===== config.mk =====
export PLATFORM = sky130hd
export DESIGN_NAME = flash_program_erase_suspend
export DESIGN_NICKNAME = d
export VERILOG_FILES = /design/src/hw/flash_seq_pkg.sv /design/src/hw/bit_sync.sv /design/src/hw/flash_program_erase_suspend.sv
export SDC_FILE = /design/constraint.sdc
export NUM_CORES = 2
export LEC_CHECK = 0
export ABC_AREA = 0
export BUFFER_PORTS_ARGS = -buffer_cell sky130_fd_sc_hd__buf_2
export CAP_MARGIN = 20
export CORE_AREA = 2 2 436 438
export DETAILED_ROUTE_END_ITERATION = 8
export DIE_AREA = 0 0 438 440
export HOLD_SLACK_MARGIN = 0.12
export PLACE_DENSITY = 0.76
export SYNTH_ARGS = -nofsm -noshare
export SYNTH_HDL_FRONTEND = slang
export SYNTH_SLANG_ARGS = --single-unit

===== constraint.sdc =====
create_clock -name i_clock -period 12.8 [get_ports i_clock]
set_clock_uncertainty 0.2 [all_clocks]
set_input_delay 1.28 -clock i_clock [delete_from_list [all_inputs] [get_ports i_clock]]
set_output_delay 1.28 -clock i_clock [all_outputs]
set_load 0.02 [all_outputs]

===== src/hw/flash_seq_pkg.sv =====
/*
 package for the program/erase sequencer: opcodes, operation kinds,
 carrier structs, region masks and timing constants.
 assumes a 250 MHz system clock; no bus, all status bits are ports.
*/
package flash_seq_pkg;
   // command opcodes
   localparam logic [7:0] OPC_WRITE_EN  = 8'h06;
   localparam logic [7:0] OPC_WRITE_DIS = 8'h04;
   localparam logic [7:0] OPC_PROG      = 8'h02;
   localparam logic [7:0] OPC_QUAD_PROG = 8'h32;
   localparam logic [7:0] OPC_SECTOR    = 8'h20;
   localparam logic [7:0] OPC_BLOCK32   = 8'h52;
   localparam logic [7:0] OPC_BLOCK64   = 8'hd8;
   localparam logic [7:0] OPC_CHIP_A    = 8'hc7;
   localparam logic [7:0] OPC_CHIP_B    = 8'h60;
   localparam logic [7:0] OPC_SUSPEND   = 8'h75;
   localparam logic [7:0] OPC_RESUME    = 8'h7a;

   // frame geometry
   localparam int          OPCODE_BITS = 8;
   localparam logic [15:0] ADDR_BITS   = 16'h0018;
   localparam logic [15:0] MIN_PROG    = 16'h0020;
   localparam logic [15:0] BITS_SAT    = 16'hfff0;
   localparam int          PAGE_BYTES  = 256;

   // region masks, the bits ignored when comparing two targets
   localparam logic [23:0] PAGE_MASK    = 24'h0000ff;
   localparam logic [23:0] SECTOR_MASK  = 24'h000fff;
   localparam logic [23:0] BLOCK32_MASK = 24'h007fff;
   localparam logic [23:0] BLOCK64_MASK = 24'h00ffff;
   localparam logic [23:0] CHIP_MASK    = 24'hffffff;

   // timing
   localparam int    CLOCK_PERIOD_NS      = 4;
   localparam int    RESUME_BUSY_MAX_NS   = 200;
   localparam int    RESUME_BUSY_CYCLES   = RESUME_BUSY_MAX_NS / CLOCK_PERIOD_NS;
   localparam int    TIMER_W              = 40;
   localparam longint PROGRAM_TIME_US     = 400;
   localparam longint SECTOR_TIME_US      = 45000;
   localparam longint BLOCK32_TIME_US     = 120000;
   localparam longint BLOCK64_TIME_US     = 150000;
   localparam longint CHIP_TIME_US        = 2000000;
   localparam longint SUSPEND_LATENCY_US  = 20;
   localparam longint PROGRAM_CYCLES_DEF  = PROGRAM_TIME_US * 1000 / CLOCK_PERIOD_NS;
   localparam longint SECTOR_CYCLES_DEF   = SECTOR_TIME_US * 1000 / CLOCK_PERIOD_NS;
   localparam longint BLOCK32_CYCLES_DEF  = BLOCK32_TIME_US * 1000 / CLOCK_PERIOD_NS;
   localparam longint BLOCK64_CYCLES_DEF  = BLOCK64_TIME_US * 1000 / CLOCK_PERIOD_NS;
   localparam longint CHIP_CYCLES_DEF     = CHIP_TIME_US * 1000 / CLOCK_PERIOD_NS;
   localparam longint SUSPEND_CYCLES_DEF  = SUSPEND_LATENCY_US * 1000 / CLOCK_PERIOD_NS;

   // reset value of the synchronised pins {lanes, chip select, link clock}
   localparam logic [5:0] PIN_RESET = 6'h02;

   typedef enum logic [2:0] {
      K_NONE    = 3'h0,
      K_PROG    = 3'h1,
      K_SECTOR  = 3'h2,
      K_BLOCK32 = 3'h3,
      K_BLOCK64 = 3'h4,
      K_CHIP    = 3'h5
   } op_kind_t;

   typedef enum logic [2:0] {
      ST_IDLE   = 3'b000,
      ST_RUN    = 3'b001,
      ST_FLUSH  = 3'b011,
      ST_HALT   = 3'b010,
      ST_RESUME = 3'b110
   } seq_state_t;

   typedef struct packed {
      op_kind_t    kind;
      logic [23:0] addr;
   } op_t;

   typedef struct packed {
      logic [23:0] addr;
      logic [7:0]  data;
   } mem_write_t;
endpackage


===== src/hw/bit_sync.sv =====
/*
 two-flop synchroniser, one chain per bit.
 assumes inputs are asynchronous to i_clock and quasi-static per bit.
*/
`timescale 1ns/1ps
`default_nettype none
module bit_sync #(
   parameter int               WIDTH       = 1,
   parameter logic [WIDTH-1:0] RESET_VALUE = '0
) (
   input  wire logic             i_clock,
   input  wire logic             i_sys_rst,
   input  wire logic [WIDTH-1:0] i_async,
   output var  logic [WIDTH-1:0] o_sync
);
   logic [WIDTH-1:0] stage1;

   // first stage feeds only the second
   genvar g;
   generate
      for (g = 0; g < WIDTH; g++) begin : g_chain
         always_ff @(posedge i_clock) begin
            if (i_sys_rst) begin
               stage1[g] <= RESET_VALUE[g];
               o_sync[g] <= RESET_VALUE[g];
            end else begin
               stage1[g] <= i_async[g];
               o_sync[g] <= stage1[g];
            end
         end
      end
   endgenerate
endmodule // bit_sync
`default_nettype wire


===== src/hw/flash_program_erase_suspend.sv =====
/*
 program/erase/suspend sequencer of a serial flash, device side.
 assumes the link clock is slow enough to be sampled at 250 MHz, and
 that protection logic outside answers o_check within one cycle.
*/
// Overview of operation
// - opcode 32h, 24-bit address, data on four lanes, up to 256 bytes
// - quad program refused unless quad lane enable bit is one
// - program refused unless write latch flag is one
// - opcode 20h plus address erases a 4K sector to FFh
// - opcode 52h plus address erases a 32K block to ones
// - opcode D8h plus address erases a 64K block to ones
// - opcode C7h or 60h alone erases the whole array
// - erases ignored unless write latch flag is one
// - chip select must rise on a byte boundary, else command dropped
// - valid erase starts timed cycle, busy high throughout, low after
// - finished erase clears the write latch flag
// - sector or block erase refused on protected target
// - chip erase refused if any region is protected
// - suspend 75h taken only when not suspended and busy erasing/programming
// - suspend ignored during whole-chip erase
// - during erase suspend, erase commands rejected
// - during program suspend, program commands rejected
// - accepted suspend sets flag at once, busy drops within latency
// - other regions stay programmable/erasable while suspended
// - power-up releases suspend and clears the suspended flag
// - bytes past page end wrap to page start
// - resume 7Ah taken when suspended and idle, busy back fast
`timescale 1ns/1ps
`default_nettype none
module flash_program_erase_suspend
   import flash_seq_pkg::*;
#(
   parameter logic [TIMER_W-1:0] PROGRAM_CYCLES = TIMER_W'(PROGRAM_CYCLES_DEF),
   parameter logic [TIMER_W-1:0] SECTOR_CYCLES  = TIMER_W'(SECTOR_CYCLES_DEF),
   parameter logic [TIMER_W-1:0] BLOCK32_CYCLES = TIMER_W'(BLOCK32_CYCLES_DEF),
   parameter logic [TIMER_W-1:0] BLOCK64_CYCLES = TIMER_W'(BLOCK64_CYCLES_DEF),
   parameter logic [TIMER_W-1:0] CHIP_CYCLES    = TIMER_W'(CHIP_CYCLES_DEF),
   parameter logic [15:0]        SUSPEND_CYCLES = 16'(SUSPEND_CYCLES_DEF)
) (
   input  wire logic       i_clock,
   input  wire logic       i_sys_rst,
   input  wire logic       i_link_clk,
   input  wire logic       i_cs_n,
   input  wire logic [3:0] i_data_lanes,
   input  wire logic       i_quad_lane_enable_bit,
   input  wire logic       i_target_protected,
   input  wire logic       i_any_protected,
   output var  logic       o_busy,
   output var  logic       o_suspended_flag,
   output var  logic       o_write_latch_flag,
   output var  op_t        o_check,
   output var  logic       o_erase_valid,
   output var  op_t        o_erase,
   output var  logic       o_write_valid,
   output var  mem_write_t o_write
);
   localparam int C_RESUME_WIN = RESUME_BUSY_CYCLES;

   logic [5:0]         pins;
   logic               sclk_prev;
   logic               cs_prev;
   logic [7:0]         opcode;
   logic [3:0]         op_cnt;
   logic [15:0]        n_bits;
   logic [23:0]        addr_sr;
   logic [7:0]         byte_sr;
   logic [7:0]         page_buf [PAGE_BYTES];
   logic [PAGE_BYTES-1:0] loaded;
   logic [7:0]         walk_idx;
   logic [TIMER_W-1:0] timer;
   logic [TIMER_W-1:0] saved_timer;
   logic [15:0]        halt_cnt;
   op_t                active;
   op_t                saved;
   seq_state_t         state;
   seq_state_t         next_state;

   // region overlap: compare at the coarser of the two granules
   function automatic logic [23:0] region_mask(input op_kind_t k);
      case (k)
         K_PROG:    region_mask = PAGE_MASK;
         K_SECTOR:  region_mask = SECTOR_MASK;
         K_BLOCK32: region_mask = BLOCK32_MASK;
         K_BLOCK64: region_mask = BLOCK64_MASK;
         default:   region_mask = CHIP_MASK;
      endcase
   endfunction

   function automatic op_kind_t kind_of(input logic [7:0] opc);
      case (opc)
         OPC_PROG, OPC_QUAD_PROG: kind_of = K_PROG;
         OPC_SECTOR:              kind_of = K_SECTOR;
         OPC_BLOCK32:             kind_of = K_BLOCK32;
         OPC_BLOCK64:             kind_of = K_BLOCK64;
         OPC_CHIP_A, OPC_CHIP_B:  kind_of = K_CHIP;
         default:                 kind_of = K_NONE;
      endcase
   endfunction

   function automatic logic [TIMER_W-1:0] duration(input op_kind_t k);
      case (k)
         K_PROG:    duration = PROGRAM_CYCLES;
         K_SECTOR:  duration = SECTOR_CYCLES;
         K_BLOCK32: duration = BLOCK32_CYCLES;
         K_BLOCK64: duration = BLOCK64_CYCLES;
         default:   duration = CHIP_CYCLES;
      endcase
   endfunction

   // pins are foreign to i_clock: {lanes, cs, link clock}
   bit_sync #(
      .WIDTH       (6),
      .RESET_VALUE (PIN_RESET)
   ) u_pin_sync (
      .i_clock   (i_clock),
      .i_sys_rst (i_sys_rst),
      .i_async   ({i_data_lanes, i_cs_n, i_link_clk}),
      .o_sync    (pins)
   );

   wire logic       sclk_s    = pins[0];
   wire logic       cs_s      = pins[1];
   wire logic [3:0] lanes     = pins[5:2];
   wire logic       sclk_rise = sclk_s & ~sclk_prev & ~cs_s;
   wire logic       cs_rise   = cs_s & ~cs_prev;
   wire logic       cs_fall   = ~cs_s & cs_prev;

   // edge history for the synchronised pins
   always_ff @(posedge i_clock) begin
      if (i_sys_rst) begin
         sclk_prev <= 1'b0;
         cs_prev   <= 1'b1;
      end else begin
         sclk_prev <= sclk_s;
         cs_prev   <= cs_s;
      end
   end

   // frame decode helpers
   wire logic        op_done   = (op_cnt == 4'(OPCODE_BITS));
   wire logic        quad      = op_done && (opcode == OPC_QUAD_PROG);
   wire logic [15:0] step      = quad ? 16'h0004 : 16'h0001;
   wire logic [15:0] data_bits = n_bits - ADDR_BITS;
   wire logic [7:0]  buf_idx   = addr_sr[7:0] + data_bits[10:3];
   wire logic [7:0]  next_byte = quad ? {byte_sr[3:0], lanes} : {byte_sr[6:0], lanes[0]};
   wire logic        byte_end  = quad ? (n_bits[2:0] == 3'h4) : (n_bits[2:0] == 3'h7);
   wire op_kind_t    fkind     = kind_of(opcode);
   wire logic        bare      = op_done && (n_bits == 16'h0000);
   wire logic        addr_only = op_done && (n_bits == ADDR_BITS);
   wire logic        prog_len  = op_done && (n_bits >= MIN_PROG) && (n_bits[2:0] == 3'h0);

   wire logic sus_prog  = o_suspended_flag && (saved.kind == K_PROG);
   wire logic sus_erase = o_suspended_flag && (saved.kind != K_PROG);
   // page buffer is frozen while busy or while a suspended program owns it
   wire logic buf_ok    = !o_busy && !sus_prog;

   // opcode, address and data shifting on link clock rises
   always_ff @(posedge i_clock) begin
      if (i_sys_rst || cs_fall) begin
         op_cnt <= 4'h0;
         n_bits <= 16'h0000;
         opcode <= 8'h00;
         addr_sr <= 24'h000000;
         byte_sr <= 8'h00;
      end else if (sclk_rise) begin
         if (!op_done) begin
            opcode <= {opcode[6:0], lanes[0]};
            op_cnt <= op_cnt + 4'h1;
         end else begin
            if (n_bits < BITS_SAT) begin
               n_bits <= n_bits + step;
            end
            if (n_bits < ADDR_BITS) begin
               addr_sr <= quad ? {addr_sr[19:0], lanes} : {addr_sr[22:0], lanes[0]};
            end else begin
               byte_sr <= next_byte;
            end
         end
      end
   end

   // page buffer; index wraps inside the page
   always_ff @(posedge i_clock) begin
      if (sclk_rise && op_done && kind_of(opcode) == K_PROG && n_bits >= ADDR_BITS && byte_end && buf_ok) begin
         page_buf[buf_idx] <= next_byte;
      end
   end

   always_ff @(posedge i_clock) begin
      if (i_sys_rst) begin
         loaded <= '0;
      end else if (cs_fall && buf_ok) begin
         loaded <= '0;
      end else if (sclk_rise && op_done && fkind == K_PROG && n_bits >= ADDR_BITS && byte_end && buf_ok) begin
         loaded[buf_idx] <= 1'b1;
      end
   end

   // target offered to the protection logic outside
   always_ff @(posedge i_clock) begin
      if (i_sys_rst) begin
         o_check <= '{kind: K_NONE, addr: 24'h000000};
      end else begin
         o_check <= '{kind: fkind, addr: addr_sr};
      end
   end

   // acceptance of commands at the rise of chip select
   wire logic clash = o_suspended_flag &&
      ((addr_sr & ~(region_mask(fkind) | region_mask(saved.kind))) ==
       (saved.addr & ~(region_mask(fkind) | region_mask(saved.kind))));
   wire logic can_write = cs_rise && !o_busy && o_write_latch_flag && !clash;
   wire logic start_prog = can_write && prog_len && fkind == K_PROG && !sus_prog && !i_target_protected &&
      (opcode != OPC_QUAD_PROG || i_quad_lane_enable_bit);
   wire logic block_ok = (fkind == K_SECTOR || fkind == K_BLOCK32 || fkind == K_BLOCK64) &&
      addr_only && !i_target_protected;
   wire logic chip_ok = fkind == K_CHIP && bare && !i_any_protected;
   wire logic start_erase = can_write && !sus_erase && (block_ok || chip_ok);
   wire logic start_op = start_prog || start_erase;
   wire logic suspend_ok = cs_rise && bare && opcode == OPC_SUSPEND && state == ST_RUN &&
      !o_suspended_flag && active.kind != K_CHIP;
   wire logic resume_ok = cs_rise && bare && opcode == OPC_RESUME && o_suspended_flag && !o_busy;
   wire logic latch_set = cs_rise && bare && opcode == OPC_WRITE_EN && !o_busy;
   wire logic latch_clr = cs_rise && bare && opcode == OPC_WRITE_DIS && !o_busy;
   wire logic run_end = state == ST_RUN && timer <= TIMER_W'(1) && !suspend_ok;

   // sequencer next state; anything rejected leaves the state alone
   always_comb begin
      next_state = state;
      case (state)
         ST_IDLE: begin
            if (start_op) begin
               next_state = ST_RUN;
            end else if (resume_ok) begin
               next_state = ST_RESUME;
            end
         end
         ST_RUN: begin
            if (suspend_ok) begin
               next_state = ST_HALT;
            end else if (run_end) begin
               next_state = (active.kind == K_PROG) ? ST_FLUSH : ST_IDLE;
            end
         end
         ST_HALT: begin
            if (halt_cnt <= 16'h0001) begin
               next_state = ST_IDLE;
            end
         end
         ST_FLUSH: begin
            if (walk_idx == 8'hff) begin
               next_state = ST_IDLE;
            end
         end
         ST_RESUME: next_state = ST_RUN;
         default:   next_state = ST_IDLE;
      endcase
   end

   // state and busy; busy is registered from the next state so it changes in the same cycle as the state
   always_ff @(posedge i_clock) begin
      if (i_sys_rst) begin
         state  <= ST_IDLE;
         o_busy <= 1'b0;
      end else begin
         state  <= next_state;
         o_busy <= (next_state != ST_IDLE);
      end
   end

   // active and saved contexts with their cycle timers
   always_ff @(posedge i_clock) begin
      if (i_sys_rst) begin
         active      <= '{kind: K_NONE, addr: 24'h000000};
         saved       <= '{kind: K_NONE, addr: 24'h000000};
         timer       <= '0;
         saved_timer <= '0;
         halt_cnt    <= 16'h0000;
      end else begin
         if (state == ST_IDLE && start_op) begin
            active <= '{kind: fkind, addr: addr_sr};
            timer  <= duration(fkind);
         end else if (state == ST_RESUME) begin
            active <= saved;
            timer  <= saved_timer;
         end else if (state == ST_RUN && !suspend_ok && timer != '0) begin
            timer <= timer - TIMER_W'(1);
         end
         if (suspend_ok) begin
            halt_cnt <= SUSPEND_CYCLES;
         end else if (state == ST_HALT) begin
            halt_cnt <= halt_cnt - 16'h0001;
         end
         if (state == ST_HALT && next_state == ST_IDLE) begin
            saved       <= active;
            saved_timer <= timer;
         end
      end
   end

   // suspended flag; a power-up reset always releases it
   always_ff @(posedge i_clock) begin
      if (i_sys_rst) begin
         o_suspended_flag <= 1'b0;
      end else if (suspend_ok) begin
         o_suspended_flag <= 1'b1;
      end else if (resume_ok) begin
         o_suspended_flag <= 1'b0;
      end
   end

   // write latch: set/clear only while idle, completion only while busy
   always_ff @(posedge i_clock) begin
      if (i_sys_rst) begin
         o_write_latch_flag <= 1'b0;
      end else if ((run_end && active.kind != K_PROG) || (state == ST_FLUSH && next_state == ST_IDLE)) begin
         o_write_latch_flag <= 1'b0;
      end else if (latch_set) begin
         o_write_latch_flag <= 1'b1;
      end else if (latch_clr) begin
         o_write_latch_flag <= 1'b0;
      end
   end

   // erase command to the array at the end of the timed cycle
   always_ff @(posedge i_clock) begin
      if (i_sys_rst) begin
         o_erase_valid <= 1'b0;
         o_erase       <= '{kind: K_NONE, addr: 24'h000000};
      end else begin
         o_erase_valid <= run_end && active.kind != K_PROG;
         o_erase       <= active;
      end
   end

   // program flush walks the page, one byte a cycle, loaded bytes only
   always_ff @(posedge i_clock) begin
      if (i_sys_rst) begin
         walk_idx      <= 8'h00;
         o_write_valid <= 1'b0;
         o_write       <= '{addr: 24'h000000, data: 8'h00};
      end else begin
         walk_idx      <= (state == ST_FLUSH) ? walk_idx + 8'h01 : 8'h00;
         o_write_valid <= (state == ST_FLUSH) && loaded[walk_idx];
         o_write       <= '{addr: {active.addr[23:8], walk_idx}, data: page_buf[walk_idx]};
      end
   end
endmodule // flash_program_erase_suspend
`default_nettype wire


==> summary.md <==
| Metric | Value |
|---|---|
| Setup_tns | 0 ns |
| Synth Warn # | 0 |
| Flip-flop and latch area | 72,800 µm² |
| Tot Pwr | 16.9 mW |
| Comb power frac | 0.004 |
| CTS Buffer Depth | 3 |
| Largest area contributor in the netlist | edfxtp_1 |
| Yosys reg bits | 2,613 |
| Vias/cell | 6.75 |
| Critical path data required time | 13.10 ns |
| Internal power | 13.5 mW |
| Share of post-route cells with drive strength above 1 | 0.226 |
| Area of the multi-input gates | 28,200 µm² |
| # DRC | 0 |
| Port Buffers | 101 |
| Cell variety after synth | 83 |
| Average cell area after synthesis | 17.1 µm² |
| Maximum VDD drop | 152 µV |
| Hold Violations, Final | 0 |
| Post-CTS sizing | 0 |
| Synth Flop Type | edfxtp_1 |
| Critical Path Source Type | register |
| Slew @ Worst Pin | 1.20 ns |
| Initial antenna violation count | 12 |
| Switching part of the total | 0.199 |
| # IOs | 102 |
| Rows | 160 |
| Cts hold-fix bufs | 0 |
| Post-synth EDFFs | 2,048 |
| Crit-path max FO | 34 |
| Chip height | 440 µm |
| P&R area growth vs syn | 11.9% |
| RSZ-0062 raised after global routing | false |
| Vias in the first global route | 57,800 |
| Worst-path clk slew | 0.06 ns |
| Depth of the CTS H-tree | 4 |
| Achievable clock frequency | 0.166 GHz |
| Post-Syn Nets | 6,063 |
| Antenna Violating Nets Remaining | 0 |
| Placeable Area | 189,000 µm² |
| Gate Count Post-Synth | 6,033 |
| Final Instance Area | 115,000 µm² |
| Leakage power | 37.1 nW |
| Max-Cap Viols | 0 |
| # Post-CTS Setup Buffers | 0 |
| CP Class | register to register |
| Status | completed |
| First-pass DRT Iterations | 8 |
| Fin crit share | 0.471 |
| Ys async rst share | 0 |
| Count of final setup violators | 0 |
| Seq pwr share | 0.536 |
| Synth area leaders | edfxtp_1 (60%), mux4_2 (13%), dfxtp_1 (11%) |
| Arrival time worst endpoint | 6.33 ns |
| Synth top area share | 0.598 |
| DP HPWL | 157,000 µm |
| Hold Path Class | register to register |
| Largest net degree at the start of global routing | 145 |
| Filler Cell Count | 13,000 |
| Psw | 3.36 mW |
| CTS tree | built |
| Die Width | 438 µm |
| Fin crit period | 6.03 ns |
| Clk network pwr share | 0.460 |
| Slew headroom | 0.197 |
| Die ar. | 193,000 µm² |
| Vias | 60,100 |
| Placer Congestion | 0.875 |
| Dpl cell area | 106,000 µm² |
| Routed wire per std cell | 30.8 µm |
| Count leader, synth | edfxtp_1 |
| Total congestion overflow | 0 |
| Routed WL | 275,000 µm |
| Slew Limit Fails | 0 |
| Setup crit end kind | register |
| Total CTS buffers | 238 |
| PwrDens | 146 nW/µm² |
| Clk_lat worst skew | 0.88 ns |
| Clk Tree Root Cell | clkbuf_16 |
| Starting DRT DRC Count | 8,800 |
| Clk sink count | 2,613 |
| Tot GR Track Use | 0.282 |
| Post-layout util | 0.611 |
| First-pass GRT wire length | 400,000 µm |
| Initial Util | 0.546 |
| Commonest cells in the netlist | edfxtp_1 (2,048), mux4_2 (616), dfxtp_1 (565) |
| Sequential element share of the synthesized area | 0.707 |
| Net count, final | 6,205 |
| Mapped cell area | 103,000 µm² |
## worst max-delay path, cell delays in order (launching register included)
cell     delay [ns]
dfxtp_1        0.54
nor4b_4        0.43
nand4_2        0.13
buf_4          0.27
ha_1           0.35
nor2b_1        0.17
nand4_1        0.11
or4_1          0.71
nor3_1         0.55
nand2_1        0.81
buf_4          0.53
nor3_1         0.82
## metal layers
metal  GRT usage  vias to the layer above  share of wire
li1            -                    24400              -
met2       0.437                     4553           0.47
met5           0                        -        0.00034
met4       0.110                       14          0.045
met3      0.0756                      692           0.13
met1       0.384                    30400           0.36
## cells by family (layout without fill, tap and decap cells)
logic type | count (synthesis) | in the layout | synth area share
flops | 2613 | 2613 | 0.707
buf+inv | 480 | 837 | 0.0207
xor+xnor | 98 | 98 | 0.00834
other cells | 0 | 4 | 0
simple gates | 1302 | 1302 | 0.0615
compound gates | 799 | 799 | 0.0545
fa+ha+maj | 19 | 19 | 0.00238
mux | 722 | 722 | 0.145
## cell usage in the layout, fill, tap and decap left out, drive strengths merged, types with 9 or more instances in the layout
master    instances
a211oi           52
inv              36
nor3            343
nand3            76
or3              34
xnor2            44
nand2b           14
and2             10
a31oi            12
mux4            616
and3             15
ha               18
a22o            178
nor2            188
buf             278
nand2           402
clkbuf          351
nand3b           14
o211ai            9
o21ai           140
a22oi           118
clkinvlp         17
a221oi           14
nor4             33
o22ai            31
edfxtp         2048
mux2i            99
a311oi           20
bufinv           47
nand4            27
a21oi           141
nor2b            85
clkinv          108
xor2             54
or2              10
or4              18
dfxtp           565
## power groups by stage
| stage | logic (mW) | clock network [mW] | registers, mW |
|---|---|---|---|
| finish | 0.0659 | 7.76 | 9.03 |
| global route | 0.0701 | 8.11 | 9.03 |
| CTS | 0.0624 | 7.79 | 9.03 |
| detailed placement | 0.0619 | 0 | 9.22 |
| global placement | 0.0615 | 0 | 9.22 |
| floorplan | 0.0355 | 0 | 9.22 |
## cell type report
cell class / count / share of cell area
diodes: 4 / 0.0000869
clock buffers: 274 / 0.0539
clock inverters: 181 / 0.0210
inverters: 27 / 0.000880
multi-input cells: 2940 / 0.245
flip-flops and latches: 2613 / 0.632
well taps: 2511 / 0.0273
repair buffers: 355 / 0.0198
## state kept, by name (all words and copies together), names as in the netlist, 4 cells and up
| signal | flops |
|---|---|
| saved_timer | 40 |
| active | 27 |
| o_write | 16 |
| saved | 27 |
| walk_idx | 8 |
| u_pin_sync.stage1 | 6 |
| op_cnt | 4 |
| u_pin_sync.o_sync | 6 |
| o_check | 27 |
| page_buf | 2048 |
| byte_sr | 7 |
| loaded | 256 |
| opcode | 8 |
| halt_cnt | 16 |
| timer | 40 |
| n_bits | 16 |
| o_erase | 27 |
| addr_sr | 24 |
## through the flow
step	hold slack, ns	cells	worst slack, ns
floorplan	0.189	6033	7.10
global placement	0.229	8293	6.95
detailed placement	0.234	8297	6.76
CTS	0.250	8752	6.71
global route	0.266	8902	6.52
finish	0.247	8905	6.77
## worst paths after layout
path,startpoint,to,slack (ns),depth (start not counted)
setup / recovery,opcode[1]$_SDFFE_PP0P_,page_buf[233][7]$_DFFE_PP_,6.77,11
hold / removal,u_pin_sync.stage1[2]$_SDFF_PP0_,u_pin_sync.o_sync[2]$_SDFF_PP0_,0.25,1
setup reg to reg,opcode[1]$_SDFFE_PP0P_,page_buf[233][7]$_DFFE_PP_,6.77,11
hold reg to reg,u_pin_sync.stage1[2]$_SDFF_PP0_,u_pin_sync.o_sync[2]$_SDFF_PP0_,0.25,1
Power figures use the tool's default switching activity.
